File: config.mk
export PLATFORM = sky130hd
export DESIGN_NAME = exception_sequencer
export DESIGN_NICKNAME = d
export VERILOG_FILES = /design/src/design/exc_pkg.sv /design/src/design/exception_sequencer.sv /design/src/design/exc_priority_pick.sv
export SDC_FILE = /design/constraint.sdc
export NUM_CORES = 1
export LEC_CHECK = 0
export BUFFER_PORTS_ARGS = -buffer_cell sky130_fd_sc_hd__buf_4
export CAP_MARGIN = 5
export CORE_UTILIZATION = 36
export DETAILED_ROUTE_END_ITERATION = 12
export GPL_ROUTABILITY_DRIVEN = 0
export HOLD_SLACK_MARGIN = 0.06
export PLACE_DENSITY_LB_ADDON = 0.25
export SKIP_LAST_GASP = 1
export SLEW_MARGIN = 5
export SYNTH_ARGS = -nofsm -noshare
export SYNTH_HDL_FRONTEND = slang
export SYNTH_SLANG_ARGS = --single-unit
File: constraint.sdc
create_clock -name clk -period 3.1 [get_ports clk]
set_clock_uncertainty 0.1 [all_clocks]
set_input_delay 0.31 -clock clk [delete_from_list [all_inputs] [get_ports clk]]
set_output_delay 0.31 -clock clk [all_outputs]
set_load 0.005 [all_outputs]
File: src/design/exc_pkg.sv
// Purpose : shared constants, vector table and state type of the exception sequencer
// Assumes : one core clock, asynchronous active-low reset
// Notes   : source indices double as priority order, lowest index wins
package exc_pkg;

   localparam int DATA_W  = 32;
   localparam int RADDR_W = 4;
   localparam int VEC_W   = 20;
   localparam int NUM_SRC = 10;
   localparam int SRC_W   = 4;
   localparam int SYNC_W  = 4;
   localparam int SYNC_LO = 2;
   localparam int PIN_W   = 6;

   // ------------------------------------------------------------
   // register offsets (word index on the register port)
   // ------------------------------------------------------------
   localparam logic [RADDR_W-1:0] OFS_MACHINE_STATE = 4'h0;
   localparam logic [RADDR_W-1:0] OFS_SAVE_ADDR     = 4'h1;
   localparam logic [RADDR_W-1:0] OFS_SAVE_STATE    = 4'h2;
   localparam logic [RADDR_W-1:0] OFS_DATA_FAULT    = 4'h3;
   localparam logic [RADDR_W-1:0] OFS_CAUSE         = 4'h4;
   localparam logic [RADDR_W-1:0] OFS_RETURN        = 4'h5;
   localparam logic [RADDR_W-1:0] OFS_STATUS        = 4'h6;

   // ------------------------------------------------------------
   // machine state fields and reset values
   // ------------------------------------------------------------
   localparam int BIT_RI      = 0;
   localparam int BIT_PROBLEM = 1;
   localparam int BIT_ME      = 2;
   localparam int BIT_EE      = 3;
   localparam int BIT_PME     = 4;
   localparam int BIT_SME     = 5;
   localparam logic [DATA_W-1:0] MACHINE_STATE_RESET = 32'h0000_0000;

   // ------------------------------------------------------------
   // sources in priority order
   // ------------------------------------------------------------
   localparam logic [SRC_W-1:0] SRC_RESET = 4'h0;
   localparam logic [SRC_W-1:0] SRC_MCHK  = 4'h1;
   localparam logic [SRC_W-1:0] SRC_DSTOR = 4'h2;
   localparam logic [SRC_W-1:0] SRC_ISTOR = 4'h3;
   localparam logic [SRC_W-1:0] SRC_PROG  = 4'h4;
   localparam logic [SRC_W-1:0] SRC_FLOAT = 4'h5;
   localparam logic [SRC_W-1:0] SRC_EXT   = 4'h6;
   localparam logic [SRC_W-1:0] SRC_DECR  = 4'h7;
   localparam logic [SRC_W-1:0] SRC_SMI   = 4'h8;
   localparam logic [SRC_W-1:0] SRC_PERF  = 4'h9;

   // synchronised pin positions
   localparam int PIN_HRST = 0;
   localparam int PIN_SRST = 1;
   localparam int PIN_MCHK = 2;
   localparam int PIN_PAR  = 3;
   localparam int PIN_EXT  = 4;
   localparam int PIN_SMI  = 5;

   // ------------------------------------------------------------
   // vector offsets
   // ------------------------------------------------------------
   localparam logic [VEC_W-1:0] VEC_RESET = 20'h0_0100;
   localparam logic [VEC_W-1:0] VEC_MCHK  = 20'h0_0200;
   localparam logic [VEC_W-1:0] VEC_DSTOR = 20'h0_0300;
   localparam logic [VEC_W-1:0] VEC_ISTOR = 20'h0_0400;
   localparam logic [VEC_W-1:0] VEC_EXT   = 20'h0_0500;
   localparam logic [VEC_W-1:0] VEC_PROG  = 20'h0_0700;
   localparam logic [VEC_W-1:0] VEC_FLOAT = 20'h0_0800;
   localparam logic [VEC_W-1:0] VEC_DECR  = 20'h0_0900;
   localparam logic [VEC_W-1:0] VEC_PERF  = 20'h0_0F00;
   localparam logic [VEC_W-1:0] VEC_SMI   = 20'h0_1400;

   typedef enum logic [2:0] {
      ST_RUN   = 3'b001,
      ST_DRAIN = 3'b010,
      ST_STOP  = 3'b100
   } seq_state_type;

   function automatic logic [VEC_W-1:0] vector_of(input logic [SRC_W-1:0] src);
      case (src)
         SRC_RESET: vector_of = VEC_RESET;
         SRC_MCHK:  vector_of = VEC_MCHK;
         SRC_DSTOR: vector_of = VEC_DSTOR;
         SRC_ISTOR: vector_of = VEC_ISTOR;
         SRC_PROG:  vector_of = VEC_PROG;
         SRC_FLOAT: vector_of = VEC_FLOAT;
         SRC_EXT:   vector_of = VEC_EXT;
         SRC_DECR:  vector_of = VEC_DECR;
         SRC_SMI:   vector_of = VEC_SMI;
         SRC_PERF:  vector_of = VEC_PERF;
         default:   vector_of = VEC_RESET;
      endcase
   endfunction

endpackage

File: src/design/exception_sequencer.sv
// Purpose : recognises, orders and takes exceptions; saves context, redirects fetch
// Assumes : older_busy is high while any older instruction has not completed;
//           completion logic holds back while completion_stall is high
// Notes   : registers on a plain port, read data one cycle after the read strobe
//
// The plain strobed port and the address map were left to the implementer.

module exception_sequencer (
   input  wire logic                           clk,
   input  wire logic                           nrst,
   input  wire logic [exc_pkg::RADDR_W-1:0]    reg_addr,
   input  wire logic [exc_pkg::DATA_W-1:0]     reg_wdata,
   input  wire logic                           reg_wr,
   input  wire logic                           reg_rd,
   output logic      [exc_pkg::DATA_W-1:0]     reg_rdata,
   input  wire logic                           cmpl_valid,
   input  wire logic [exc_pkg::DATA_W-1:0]     cmpl_addr,
   input  wire logic [exc_pkg::SYNC_W-1:0]     cmpl_exc,
   input  wire logic [exc_pkg::DATA_W-1:0]     cmpl_cause,
   input  wire logic                           older_busy,
   input  wire logic [exc_pkg::DATA_W-1:0]     next_addr,
   input  wire logic                           state_corrupt,
   input  wire logic                           hard_reset_req,
   input  wire logic                           soft_reset_req,
   input  wire logic                           machine_check_input,
   input  wire logic                           bus_parity_err,
   input  wire logic                           ext_int_req,
   input  wire logic                           sysmgmt_int_req,
   input  wire logic                           decr_int_req,
   input  wire logic                           perf_int_req,
   output logic                                fetch_redirect,
   output logic      [exc_pkg::VEC_W-1:0]      fetch_vector,
   output logic                                supervisor_mode,
   output logic                                completion_stall,
   output logic                                checkstop
);

   // ------------------------------------------------------------
   // pin synchronisers
   // ------------------------------------------------------------
   logic [exc_pkg::PIN_W-1:0] pin_meta_reg;
   logic [exc_pkg::PIN_W-1:0] pin_sync_reg;
   logic [exc_pkg::PIN_W-1:0] pin_prev_reg;
   logic [exc_pkg::PIN_W-1:0] pin_raw;

   assign pin_raw = {sysmgmt_int_req, ext_int_req, bus_parity_err,
                     machine_check_input, soft_reset_req, hard_reset_req};

   always_ff @(posedge clk or negedge nrst) begin
      if (!nrst) begin
         pin_meta_reg <= '0;
         pin_sync_reg <= '0;
         pin_prev_reg <= '0;
      end else begin
         pin_meta_reg <= pin_raw;
         pin_sync_reg <= pin_meta_reg;
         pin_prev_reg <= pin_sync_reg;
      end
   end

   logic reset_edge;
   logic mchk_edge;
   logic par_s;
   logic ext_s;
   logic smi_s;

   // reset pins are edge requests so a held pin does not retrigger
   assign reset_edge = (pin_sync_reg[exc_pkg::PIN_HRST] & ~pin_prev_reg[exc_pkg::PIN_HRST]) |
                       (pin_sync_reg[exc_pkg::PIN_SRST] & ~pin_prev_reg[exc_pkg::PIN_SRST]);
   assign mchk_edge  = pin_sync_reg[exc_pkg::PIN_MCHK] & ~pin_prev_reg[exc_pkg::PIN_MCHK];
   assign par_s      = pin_sync_reg[exc_pkg::PIN_PAR];
   assign ext_s      = pin_sync_reg[exc_pkg::PIN_EXT];
   assign smi_s      = pin_sync_reg[exc_pkg::PIN_SMI];

   // ------------------------------------------------------------
   // sequencer state
   // ------------------------------------------------------------
   exc_pkg::seq_state_type      state_reg, state_next;
   logic [exc_pkg::DATA_W-1:0]  msr_reg, msr_next;
   logic [exc_pkg::DATA_W-1:0]  save_addr_reg, save_addr_next;
   logic [exc_pkg::DATA_W-1:0]  save_state_reg, save_state_next;
   logic [exc_pkg::DATA_W-1:0]  fault_reg, fault_next;
   logic [exc_pkg::DATA_W-1:0]  data_fault_cause_reg, data_fault_next;
   logic [exc_pkg::SRC_W-1:0]   cause_reg, cause_next;
   logic [exc_pkg::SYNC_W-1:0]  sync_left_reg, sync_left_next;
   logic                        sync_go_reg, sync_go_next;
   logic [exc_pkg::DATA_W-1:0]  sync_addr_reg, sync_addr_next;
   logic                        reset_pend_reg, reset_pend_next;
   logic                        mchk_pend_reg, mchk_pend_next;
   logic                        redirect_reg, redirect_next;
   logic [exc_pkg::VEC_W-1:0]   vector_reg, vector_next;
   logic                        super_reg, super_next;
   logic                        stall_reg, stall_next;
   logic                        stop_reg, stop_next;
   logic [exc_pkg::DATA_W-1:0]  rdata_reg, rdata_next;

   logic [exc_pkg::NUM_SRC-1:0] req;
   logic [exc_pkg::SRC_W-1:0]   pick_idx;
   logic                        pick_any;
   logic                        take;
   logic                        take_sync;
   logic                        stop_cond;
   logic                        return_evt;

   // synchronous sources come from completion, the rest from pins and timers
   always_comb begin
      req = '0;
      req[exc_pkg::SRC_RESET] = reset_pend_reg;
      req[exc_pkg::SRC_MCHK]  = mchk_pend_reg;
      req[exc_pkg::SYNC_LO +: exc_pkg::SYNC_W] = sync_go_reg ? sync_left_reg : '0;
      req[exc_pkg::SRC_EXT]   = ext_s & msr_reg[exc_pkg::BIT_EE];
      req[exc_pkg::SRC_DECR]  = decr_int_req & msr_reg[exc_pkg::BIT_EE];
      req[exc_pkg::SRC_SMI]   = smi_s & msr_reg[exc_pkg::BIT_SME];
      req[exc_pkg::SRC_PERF]  = perf_int_req & msr_reg[exc_pkg::BIT_PME];
   end

   exc_priority_pick #(
      .N  (exc_pkg::NUM_SRC),
      .IW (exc_pkg::SRC_W)
   ) u_pick (
      .req   (req),
      .index (pick_idx),
      .any   (pick_any)
   );

   assign stop_cond  = par_s | (mchk_edge & ~msr_reg[exc_pkg::BIT_ME]);
   assign return_evt = reg_wr & (reg_addr == exc_pkg::OFS_RETURN);
   assign take_sync  = (pick_idx >= exc_pkg::SRC_DSTOR) & (pick_idx <= exc_pkg::SRC_FLOAT);

   // ------------------------------------------------------------
   // next-state logic
   // ------------------------------------------------------------
   always_comb begin
      state_next      = state_reg;
      msr_next        = msr_reg;
      save_addr_next  = save_addr_reg;
      save_state_next = save_state_reg;
      fault_next      = fault_reg;
      data_fault_next = data_fault_cause_reg;
      cause_next      = cause_reg;
      sync_left_next  = sync_left_reg;
      sync_go_next    = sync_go_reg;
      sync_addr_next  = sync_addr_reg;
      reset_pend_next = reset_pend_reg;
      mchk_pend_next  = mchk_pend_reg;
      vector_next     = vector_reg;
      redirect_next   = 1'b0;
      rdata_next      = '0;
      take            = 1'b0;

      if (reg_wr) begin
         case (reg_addr)
            exc_pkg::OFS_MACHINE_STATE: msr_next        = reg_wdata;
            exc_pkg::OFS_SAVE_ADDR:     save_addr_next  = reg_wdata;
            exc_pkg::OFS_SAVE_STATE:    save_state_next = reg_wdata;
            exc_pkg::OFS_DATA_FAULT:    data_fault_next = reg_wdata;
            exc_pkg::OFS_RETURN:        msr_next        = save_state_reg;
            default: ;
         endcase
      end

      case (state_reg)
         exc_pkg::ST_RUN: begin
            if (cmpl_valid && (|cmpl_exc)) begin
               // hold younger completions until this instruction's fault is taken
               sync_left_next = cmpl_exc;
               sync_go_next   = 1'b1;
               sync_addr_next = cmpl_addr;
               fault_next     = cmpl_cause;
               state_next     = exc_pkg::ST_DRAIN;
            end else if (return_evt && (|sync_left_reg)) begin
               sync_go_next = 1'b1;
               state_next   = exc_pkg::ST_DRAIN;
            end else if (pick_any) begin
               state_next = exc_pkg::ST_DRAIN;
            end
         end
         exc_pkg::ST_DRAIN: begin
            if (!older_busy) begin
               if (pick_any) begin
                  take = 1'b1;
               end
               state_next = exc_pkg::ST_RUN;
            end
         end
         exc_pkg::ST_STOP: state_next = exc_pkg::ST_STOP;
         default:          state_next = exc_pkg::ST_RUN;
      endcase

      if (stop_cond || state_reg == exc_pkg::ST_STOP) begin
         take       = 1'b0;
         state_next = exc_pkg::ST_STOP;
      end

      if (take) begin
         // a take overrides a software write of the same cycle to machine state and both save registers
         save_addr_next  = take_sync ? sync_addr_reg : next_addr;
         save_state_next = msr_reg;
         if (state_corrupt && pick_idx <= exc_pkg::SRC_MCHK) begin
            save_state_next[exc_pkg::BIT_RI] = 1'b0;
         end
         msr_next                       = msr_reg;
         msr_next[exc_pkg::BIT_PROBLEM] = 1'b0;
         msr_next[exc_pkg::BIT_EE]      = 1'b0;
         msr_next[exc_pkg::BIT_ME]      = 1'b0;
         cause_next    = pick_idx;
         vector_next   = exc_pkg::vector_of(pick_idx);
         redirect_next = 1'b1;
         if (pick_idx == exc_pkg::SRC_DSTOR) begin
            data_fault_next = fault_reg;
         end
         for (int i = 0; i < exc_pkg::SYNC_W; i++) begin
            if (pick_idx == exc_pkg::SRC_W'(exc_pkg::SYNC_LO + i)) begin
               sync_left_next[i] = 1'b0;
            end
         end
         if (take_sync) begin
            sync_go_next = 1'b0;
         end
         if (pick_idx == exc_pkg::SRC_RESET) begin
            reset_pend_next = 1'b0;
         end
         if (pick_idx == exc_pkg::SRC_MCHK) begin
            mchk_pend_next = 1'b0;
         end
      end

      // new events win over the clear of a take in the same cycle
      if (reset_edge) begin
         reset_pend_next = 1'b1;
      end
      if (mchk_edge && msr_reg[exc_pkg::BIT_ME]) begin
         mchk_pend_next = 1'b1;
      end

      if (reg_rd) begin
         case (reg_addr)
            exc_pkg::OFS_MACHINE_STATE: rdata_next = msr_reg;
            exc_pkg::OFS_SAVE_ADDR:     rdata_next = save_addr_reg;
            exc_pkg::OFS_SAVE_STATE:    rdata_next = save_state_reg;
            exc_pkg::OFS_DATA_FAULT:    rdata_next = data_fault_cause_reg;
            exc_pkg::OFS_CAUSE:         rdata_next = exc_pkg::DATA_W'(cause_reg);
            exc_pkg::OFS_STATUS:        rdata_next = exc_pkg::DATA_W'({mchk_pend_reg,
                                           reset_pend_reg, sync_go_reg, sync_left_reg,
                                           state_reg});
            default:                    rdata_next = '0;
         endcase
      end

      super_next = ~msr_next[exc_pkg::BIT_PROBLEM];
      stall_next = (state_next != exc_pkg::ST_RUN);
      stop_next  = (state_next == exc_pkg::ST_STOP);
   end

   always_ff @(posedge clk or negedge nrst) begin
      if (!nrst) begin
         state_reg            <= exc_pkg::ST_RUN;
         msr_reg              <= exc_pkg::MACHINE_STATE_RESET;
         save_addr_reg        <= '0;
         save_state_reg       <= '0;
         fault_reg            <= '0;
         data_fault_cause_reg <= '0;
         cause_reg            <= '0;
         sync_left_reg        <= '0;
         sync_go_reg          <= 1'b0;
         sync_addr_reg        <= '0;
         reset_pend_reg       <= 1'b0;
         mchk_pend_reg        <= 1'b0;
         redirect_reg         <= 1'b0;
         vector_reg           <= '0;
         super_reg            <= 1'b1;
         stall_reg            <= 1'b0;
         stop_reg             <= 1'b0;
         rdata_reg            <= '0;
      end else begin
         state_reg            <= state_next;
         msr_reg              <= msr_next;
         save_addr_reg        <= save_addr_next;
         save_state_reg       <= save_state_next;
         fault_reg            <= fault_next;
         data_fault_cause_reg <= data_fault_next;
         cause_reg            <= cause_next;
         sync_left_reg        <= sync_left_next;
         sync_go_reg          <= sync_go_next;
         sync_addr_reg        <= sync_addr_next;
         reset_pend_reg       <= reset_pend_next;
         mchk_pend_reg        <= mchk_pend_next;
         redirect_reg         <= redirect_next;
         vector_reg           <= vector_next;
         super_reg            <= super_next;
         stall_reg            <= stall_next;
         stop_reg             <= stop_next;
         rdata_reg            <= rdata_next;
      end
   end

   assign reg_rdata        = rdata_reg;
   assign fetch_redirect   = redirect_reg;
   assign fetch_vector     = vector_reg;
   assign supervisor_mode  = super_reg;
   assign completion_stall = stall_reg;
   assign checkstop        = stop_reg;
endmodule

File: src/design/exc_priority_pick.sv
// Purpose : fixed-priority pick of one request, lowest index first
// Assumes : purely combinational, same clock domain as the caller
// Notes   : index is zero when nothing is requested; check any first
module exc_priority_pick #(
   parameter int N  = 10,
   parameter int IW = 4
) (
   input  wire logic [N-1:0]  req,
   output logic      [IW-1:0] index,
   output logic               any
);

   function automatic logic [IW-1:0] lowest_set(input logic [N-1:0] v);
      logic [IW-1:0] r;
      r = '0;
      for (int i = N - 1; i >= 0; i--) begin
         if (v[i]) begin
            r = IW'(i);
         end
      end
      return r;
   endfunction

   always_comb begin
      index = lowest_set(req);
      any   = |req;
   end

endmodule

After elaboration in Yosys (flattened, before gate mapping)

Memory sizes are Yosys's and may differ from the RTL's. A register that Yosys moved wholly into a read port is not among the register bits.
Cells that the tools add are included.

Bits in writable memories: 0
Bits in latches: 0
Memory bits (read-only): 80
Memories kept: 1
Input port bits: 151
Register bits after elaboration: 277
Output and inout port bits: 56
Word-level logic and storage cells: 145

Memories:

| name             | depth | bits a word | rd ports | clocked after memory_dff | write ports | line          | RTL |
|---|---|---|---|---|---|---|---|
| (name not given) | 16    | 5           | 1        | 1                        | 0           | exc_pkg.sv:80 | `case (src)` |

Muxes and demuxes: 57
Add/sub/neg operators: 0
Reductions and logical operators: 27
Equal/unequal tests: 16
Bitwise logic cells: 18
Multiply operators: 0
Shift operators: 0
Order comparisons: 3
Div/mod/pow operators: 0

Operators by type and width:

| cell                                                                                | number |
|---|---|
| 32-bit 2-to-1 mux                                                                   | 12 |
| 32-bit case mux with 6 select lines                                                 | 1 |
| 4-bit 2-to-1 mux                                                                    | 16 |
| 32-bit case mux with 2 select lines                                                 | 1 |
| 1-bit 2-to-1 mux                                                                    | 21 |
| 4-bit by 3-bit equality test with 1-bit output, second input constant               | 5 |
| 4-bit by 2-bit equality test with 1-bit output, second input constant               | 4 |
| 2-bit nonzero test                                                                  | 8 |
| 3-bit 2-to-1 mux                                                                    | 5 |
| 2-bit AND reduction                                                                 | 6 |
| 1-bit bitwise AND                                                                   | 10 |
| 10-bit OR reduction                                                                 | 1 |
| 3-bit case mux with 3 select lines                                                  | 1 |
| 4-bit by 1-bit equality test with 1-bit output, second input constant               | 2 |
| 4-bit logical NOT                                                                   | 2 |
| 4-bit OR reduction                                                                  | 2 |
| 3-bit equality test, second input constant                                          | 2 |
| 1-bit NOT                                                                           | 6 |
| 4-bit by 2-bit greater-or-equal comparator with 1-bit output, second input constant | 1 |
| 4-bit by 1-bit less-or-equal comparator with 1-bit output, second input constant    | 1 |
| 4-bit by 3-bit less-or-equal comparator with 1-bit output, second input constant    | 1 |
| 1-bit logical AND                                                                   | 4 |
| 3-bit by 1-bit equality test with 1-bit output, second input constant               | 1 |
| 3-bit by 2-bit equality test with 1-bit output, second input constant               | 1 |
| 6 further kinds                                                                     | 7 |

Logic depth before layout (Yosys ltp)

Gate-level depths: netlist of the first run.

Depth in word-level cells: 15
Mapped depth: 11
Gate-level depth less buffers: 10

Hierarchy

A second synthesis of the first run with hierarchy kept.

Cells, all modules: 1089
Area, all modules: 12419.4 um^2

By module, submodules not included:

| module              | cells each | instances | sequential area each (um^2) | area an instance (um^2) |
|---|---|---|---|---|
| exception_sequencer | 1071       | 1         | 6558.8                      | 12318.1 |
| exc_priority_pick   | 18         | 1         | 0.0                         | 101.3 |

Least setup slack after synthesis of the first run

OpenSTA, ideal clock, no wires.

Path kind: register to register
Start point: register sync_left_reg[3] (netlist bit)
End point: register save_addr_reg[10] (netlist bit)
Period minus slack after synthesis: 2.678 ns
Data arrival time: 2.451 ns
Path buffers: 1
Data required time: 2.873 ns
Stages on the path, launching flop included: 12
Slack: 0.422 ns
Setup time: 0.127 ns
Cell sequence: dfrtp_1 -> nor2b_1 -> o211a_1 -> a311o_1 -> nand2b_1 -> inv_1 -> ha_1 -> o221ai_1 -> nand3_1 -> buf_2 -> mux2i_1 -> a21oi_1

Cells in the longest elaborated chain, start to end: 11
Elaborated cells between the ends (all ways): 20
Those cells by class: order compare (2); mux (13); bitwise (1); reduce/logical (4)

Ends and longest elaborated chain:

| item                                                                                                                                             | line                       | RTL |
|---|---|---|
| start: declaration                                                                                                                               | exception_sequencer.sv:85  | `logic [exc_pkg::SYNC_W-1:0] sync_left_reg, sync_left_next;` |
| start signal: assignment                                                                                                                         | exception_sequencer.sv:283 | `sync_left_reg <= sync_left_next;` |
| 4-bit 2-to-1 mux (*)                                                                                                                             | exception_sequencer.sv:110 | `req[exc_pkg::SYNC_LO +: exc_pkg::SYNC_W] = sync_go_reg ? sync_left_reg : '0;` |
| 4-bit 2-to-1 mux (*) (6 in a row)                                                                                                                | exc_priority_pick.sv:17    | `if (v[i]) begin` |
| via pick_idx (one bit)                                                                                                                           | exception_sequencer.sv:98  | `logic [exc_pkg::SRC_W-1:0] pick_idx;` |
| 4-bit by 2-bit greater-or-equal comparator with 1-bit output / 4-bit by 3-bit less-or-equal comparator with 1-bit output (equally long branches) | exception_sequencer.sv:128 | `assign take_sync = (pick_idx >= exc_pkg::SRC_DSTOR) & (pick_idx <= exc_pkg::SRC_FLOAT);` |
| 1-bit bitwise AND (*)                                                                                                                            | exception_sequencer.sv:128 |  |
| 32-bit 2-to-1 mux (*)                                                                                                                            | exception_sequencer.sv:197 | `save_addr_next = take_sync ? sync_addr_reg : next_addr;` |
| 32-bit 2-to-1 mux (*)                                                                                                                            | exception_sequencer.sv:195 | `if (take) begin` |
| end signal: assignment                                                                                                                           | exception_sequencer.sv:278 | `save_addr_reg <= save_addr_next;` |
| end: declaration                                                                                                                                 | exception_sequencer.sv:80  | `logic [exc_pkg::DATA_W-1:0] save_addr_reg, save_addr_next;` |

Mark *: on every way through the listed nets, which the timed path passes. The rest lies on a longest branch.
A chain may end at the register's enable or synchronous reset.

Final worst setup path of the first run

Start point: register sync_left_reg[3] (netlist bit)
End point: register save_addr_reg[19] (netlist bit)

The elaborated chain is that of the path after synthesis.

==> impl_results.md, run 1 <==
- Outcome: finished clean
- Ys async rst share: 100%
- CP max FO: 33
- Cell taking the most area after synthesis: dfrtp_1
- Hold crit path type: in -> reg
- Max-Cap Viols: 0
- Layout fillers: 3020
- CTS tree: yes
- Drt drc: 0
- Chip Height: 185 um
- Max-slew violations: 0
- Maximum clock path buffer count: 3
- Initial antenna violation count: 0
- Worst Setup SP: sync_left_reg[3]
- Worst slew margin: 28.3%
- Critical path type: reg -> reg
- DPL Wire Length: 22100 um
- PwrDens: 517 mW/mm2
- Clk_lat worst skew: 0.55 ns
- Wl on met1: 15900 um
- Register area share after synthesis: 54.6%
- WL met2: 17600 um
- Inst Count DP: 1652
- Area of the multi-input gates: 0.00502 mm2
- Setup-failing EPs final: 0
- Final Critical Period: 2.90 ns
- Die W: 185 um
- Port Buffers: 191
- Startpoint types: flip-flop
- Htree depth: 1
- Die Area: 0.0341 mm2
- Core area: 0.0327 mm2
- CTS root buffer: clkbuf_16
- Synthesis-to-finish area growth: 34.8%
- Synth Instances: 1074
- RSZ-0062 raised after global routing: no
- GRT overflow: 0
- Least-Margin Pin Slew: 1.08 ns
- Netlist Area Pre-Place: 0.0120 mm2
- Largest net degree at the start of global routing: 100
- Syn. warnings: 0
- Crit path arrival time: 3.21 ns
- HP Start: state_corrupt
- Register area: 0.00656 mm2
- Synthesized area per cell: 11.2 um2
- Total CTS buffers: 29
- Worst r2r src: sync_left_reg[3]
- First-pass GRT wire length: 57300 um
- Yosys top cell area share: 54.2%
- Fmax: 345 MHz
- Worst Setup End Kind: flip-flop
- Setup TNS: 0 ns
- Vias: 9847
- Initial cell density of the core: 36.7%
- Highest metal layer with signal wires: met4
- Non-filler instance count after layout: 1840
- Post-synth EDFFs: 0
- Iteration-0 DRC count of the detailed router: 881
- Avg Vias per Cell: 5.35
- Distinct cells, synth: 56
- Iteration count of the initial detailed-routing pass: 8
- Tcrit/Tclk final: 93.6%
- Diode count: 0
- Layout cell share with drive strength beyond 1: 24.6%
- Maximum vdd drop: 0.000441 V
- Met3 routed WL: 1840 um
- Tot GR Track Use: 21.6%
- Post-synthesis register bit count: 262
- Routed length per instance: 19.9 um
- Io pins: 207
- Nets@finish: 1537
- Sink Count: 262
- Num rows: 66
- Lkg Pwr: 7.49 nW
- Final ANT Viol Nets: 0
- Worst Path Required: 3.41 ns
- Commonest cells in the netlist: dfrtp_1, o21ai_0, nand2_1
- Reg clk slew, reported paths: 0.06 ns
- Count leader, synth: dfrtp_1
- Top post-synthesis cells by area: dfrtp_1, mux2i_1, mux2_2
- Number of global-route vias before repair: 10200
- WL final: 36600 um
- Final number of hold-violating endpoints: 0
- Top_reg_cell synth: dfrtp_1
## layer usage
layer / up-vias / GRT usage (%)
met5: - / 0
met2: 349 / 36.3
met3: 76 / 2.63
met1: 4876 / 28.7
li1: 4546 / -
met4: 0 / 7.50
## metrics by stage
step	utilization [%]	cell area, um2	hold WS (ns)	power [mW]	setup WS (ns)
4_1_cts	49.5	16200	0.0703	8.44	0.148
5_1_grt	49.5	16200	0.0993	8.76	0.0380
6_report	49.5	16200	0.0814	8.36	0.198
3_3_place_gp	42.6	13900	0.195	5.06	0.323
2_1_floorplan	-	12100	-0.0856	4.59	0.422
3_5_place_dp	42.6	13900	0.198	5.09	0.175
## critical path, stage by stage (launching register included)
cell and delay (ns):
dfrtp_1 0.44, nor2b_1 0.16, o211a_1 0.21, a311o_1 0.40, nand2b_4 0.14, inv_1 0.09, ha_1 0.29, o221ai_1 0.27
nand3_2 0.13, buf_12 0.23, mux2i_1 0.21, a21oi_1 0.09
## power breakdown
group / switching, mW / total [mW] / internal (mW)
logic: 0.480 / 1.05 / 0.571
clock network: 1.35 / 3.18 / 1.83
registers: 0.295 / 4.13 / 3.83
total: 2.13 / 8.36 / 6.23
## kinds of logic after synthesis
| logic type | share of synthesized area, % |
|---|---|
| compound gates | 17.7 |
| fa+ha+maj | 0.625 |
| simple gates | 7.83 |
| mux | 14.6 |
| buf+inv | 4.61 |
| other cells | 0.0312 |
| flops | 54.6 |
## path summary, 6_finish.rpt
check,cells past startpoint,slack (ns),end
max,11,0.20,save_addr_reg[19]
min,4,0.08,save_state_reg[0]
max reg2reg,11,0.20,save_addr_reg[19]
max in group asynchronous,3,1.77,msr_reg[29]
min reg2reg,0,0.25,pin_sync_reg[5]
min in group asynchronous,2,0.20,pin_meta_reg[1]
## layout by cell type (no fill, tap or decap), types with 3 or more instances in the layout
cell           count
clkbuf_8           5
ha_1               6
o21a_1             4
nor4_1             5
buf_12             6
clkbuf_1          13
clkbuf_16         29
mux2_2            64
and3_1            32
conb_1            15
buf_4            217
mux2i_1          103
o21ai_0          130
a22oi_1           42
nand2_1          104
o21ai_1            3
a22o_1             4
inv_1              9
dfrtp_1          260
a31oi_1            4
nor3b_1            3
nand2_2            3
nor2_1            15
a32o_1             3
nor3_1             3
dlygate4sd3_1    139
a21oi_1           71
a222oi_1          29
a211oi_1          32
## area by class of cell
class,count,area share [%]
well taps,442,3.42
repair buffers,363,19.5
clock buffers,47,5.21
flip-flops and latches,262,40.5
clock inverters,2,0.0618
inverters,10,0.247
multi-input cells,714,31.0
## what timing repair did
action | CTS | global route
setup buffers | 0 | 0
resized for setup | 0 | 1
endpoints found under the hold margin | 258 | 0
hold buffers | 139 | 0
setup endpoints to repair | 0 | 31
No activity file was read; power rests on OpenSTA's default activity.
==> run 2, diff against run 1 <==
--- a/config.mk
+++ b/config.mk
@@ -7,6 +7,7 @@
 export LEC_CHECK = 0
 export BUFFER_PORTS_ARGS = -buffer_cell sky130_fd_sc_hd__buf_4
 export CAP_MARGIN = 5
+export CORE_ASPECT_RATIO = 1.75
 export CORE_UTILIZATION = 36
 export DETAILED_ROUTE_END_ITERATION = 12
 export GPL_ROUTABILITY_DRIVEN = 0
==> run 2 against run 1 <==
Against the previous run:
- die area hardly changed
- global-route usage is 0.32 points higher
- final cell count is 2.3% lower
- via count hardly changed
- count of clock-buffer cells in the layout is 6 lower
- largest power group unchanged
- highest routed layer unchanged
==> impl_results.md, run 2 (same netlist as run 1, synthesis figures left out) <==
- CP bufs+invs: 2
- Chip Height: 244 um
- Layout cell share with drive strength beyond 1: 24.8%
- Tot Pwr: 8.56 mW
- Synthesis-to-finish area growth: 34.9%
- Worst Setup End Kind: flip-flop
- Reg clk slew, reported paths: 0.06 ns
- Util after Layout: 49.2%
- Max-Cap Viols: 0
- Initial antenna violation count: 0
- Outcome: finished clean
- Die Area: 0.0341 mm2
- First-pass GRT wire length: 58100 um
- Critical path type: reg -> reg
- Die W: 140 um
- Initial cell density of the core: 36.5%
- Cells along the critical path: nor2b_1 -> o211a_1 -> a311o_1 -> nand2b_1 -> inv_1 -> ha_1 -> o221ai_1 -> nand3_4 -> buf_12 -> mux2i_1 -> a21oi_1
- Htree depth: 1
- Drt drc: 0
- Maximum vdd drop: 0.000363 V
- Hold crit path type: in -> reg
- Lkg Pwr: 7.50 nW
- Setup WS pre-CTS: 0.287 ns
- Io pins: 207
- Nets@finish: 1530
- Iteration count of the initial detailed-routing pass: 9
- Worst Path Required: 3.41 ns
- GRT overflow: 0
- Top Family by Delay on Critical Path: compound AO/OA/AOI/OAI gates
- Final number of hold-violating endpoints: 0
- Final ANT Viol Nets: 0
- Routed length per instance: 20.4 um
- Clk_lat worst skew: 0.54 ns
- Postcts setup bufs: 0
- Port Buffers: 191
- Setup TNS: 0 ns
- Crit path arrival time: 3.19 ns
- Worst slew margin: 40.9%
- Largest net degree at the start of global routing: 98
- Number of global-route vias before repair: 10400
- Num rows: 88
- Final Critical Period: 2.88 ns
- Iteration-0 DRC count of the detailed router: 706
- Avg Vias per Cell: 5.47
- Commonest non-fill, non-tap cells in the layout: dfrtp_1, buf_4, dlygate4sd3_1
- Crit path max-delay cell type: dfrtp_1
- PwrDens: 529 mW/mm2
- Startpoint types: flip-flop
- CTS root buffer: clkbuf_16
- CTS tree: yes
- WL final: 36700 um
- CP max FO: 33
- Total CTS buffers: 26
- Maximum clock path buffer count: 3
- Diode count: 0
- Fmax: 348 MHz
- Tot GR Track Use: 21.9%
- Vias: 9840
- Resized cells post-CTS: 0
- Sink Count: 262
- DPL Wire Length: 23000 um
- Worst path max stage delay: 0.44 ns
- Post-route setup slack: 0.224 ns
- Setup-failing EPs final: 0
- Core area: 0.0329 mm2
- Max-slew violations: 0
- Least-Margin Pin Slew: 0.884 ns
- RSZ-0062 raised after global routing: no
- Most common cell after layout, fill and taps aside: dfrtp_1
- Tcrit/Tclk final: 92.8%
run 2: changes by cell type in the layout (fill, tap and decap cells not counted), sizes merged:
cell / delta
bufinv: +3
clkinvlp: +2
buf: -4
clkbuf: -6
run 2: worst paths after layout:
path / end / slack [ns] / cells past startpoint / start
min in group asynchronous: save_addr_reg[10] / 0.12 / 2 / nrst
hold reg to reg: pin_sync_reg[1] / 0.25 / 0 / pin_meta_reg[1]
hold / removal: save_state_reg[0] / 0.09 / 4 / state_corrupt
setup / recovery: save_addr_reg[22] / 0.22 / 11 / sync_left_reg[3]
setup reg to reg: save_addr_reg[22] / 0.22 / 11 / sync_left_reg[3]
max in group asynchronous: pin_meta_reg[3] / 1.81 / 3 / nrst
run 2: area by class of cell:
cell class | instances | area [um2]
clock buffer | 41 | 798
clock inverter | 7 | 115
fill | 2980 | 16700
inverter | 10 | 40.0
multi-input combinational | 714 | 5030
sequential | 262 | 6560
tap | 405 | 507
timing repair buffer | 359 | 3150
run 2: per-layer routing:
layer | track usage, % | part of all wire, %
met1 | 25.8 | 39
met2 | 39.3 | 52
met3 | 2.99 | 4.9
met4 | 9.95 | 3.8
met5 | 0 | 0
run 2: metrics by stage:
| step | cell area [um2] | std cells | hold slack, ns |
|---|---|---|---|
| 3_3_place_gp | 13900 | 1611 | 0.0934 |
| 6_report | 16200 | 1798 | 0.0902 |
| 5_1_grt | 16200 | 1798 | 0.122 |
| 3_5_place_dp | 13900 | 1611 | 0.0945 |
| 2_1_floorplan | 12100 | 1088 | -0.0856 |
| 4_1_cts | 16200 | 1798 | 0.0707 |
run 2: where the power goes:
group,internal (mW),switching [mW]
clock,2.01,1.36
sequential,3.83,0.306
combinational,0.569,0.481
total,6.41,2.15
run 2: worst register-to-register path, cell delays in order (launching register included):
cell      delay [ns]
dfrtp_1         0.44
nor2b_1         0.16
o211a_1         0.20
a311o_1         0.38
nand2b_1        0.13
inv_1           0.08
ha_1            0.27
o221ai_1        0.33
nand3_4         0.11
buf_12          0.22
mux2i_1         0.23
a21oi_1         0.09
run 2: what timing repair did:
action	CTS	global route
hold buffers	139	0
hold endpoints to repair	414	0
setup endpoints to repair	0	0
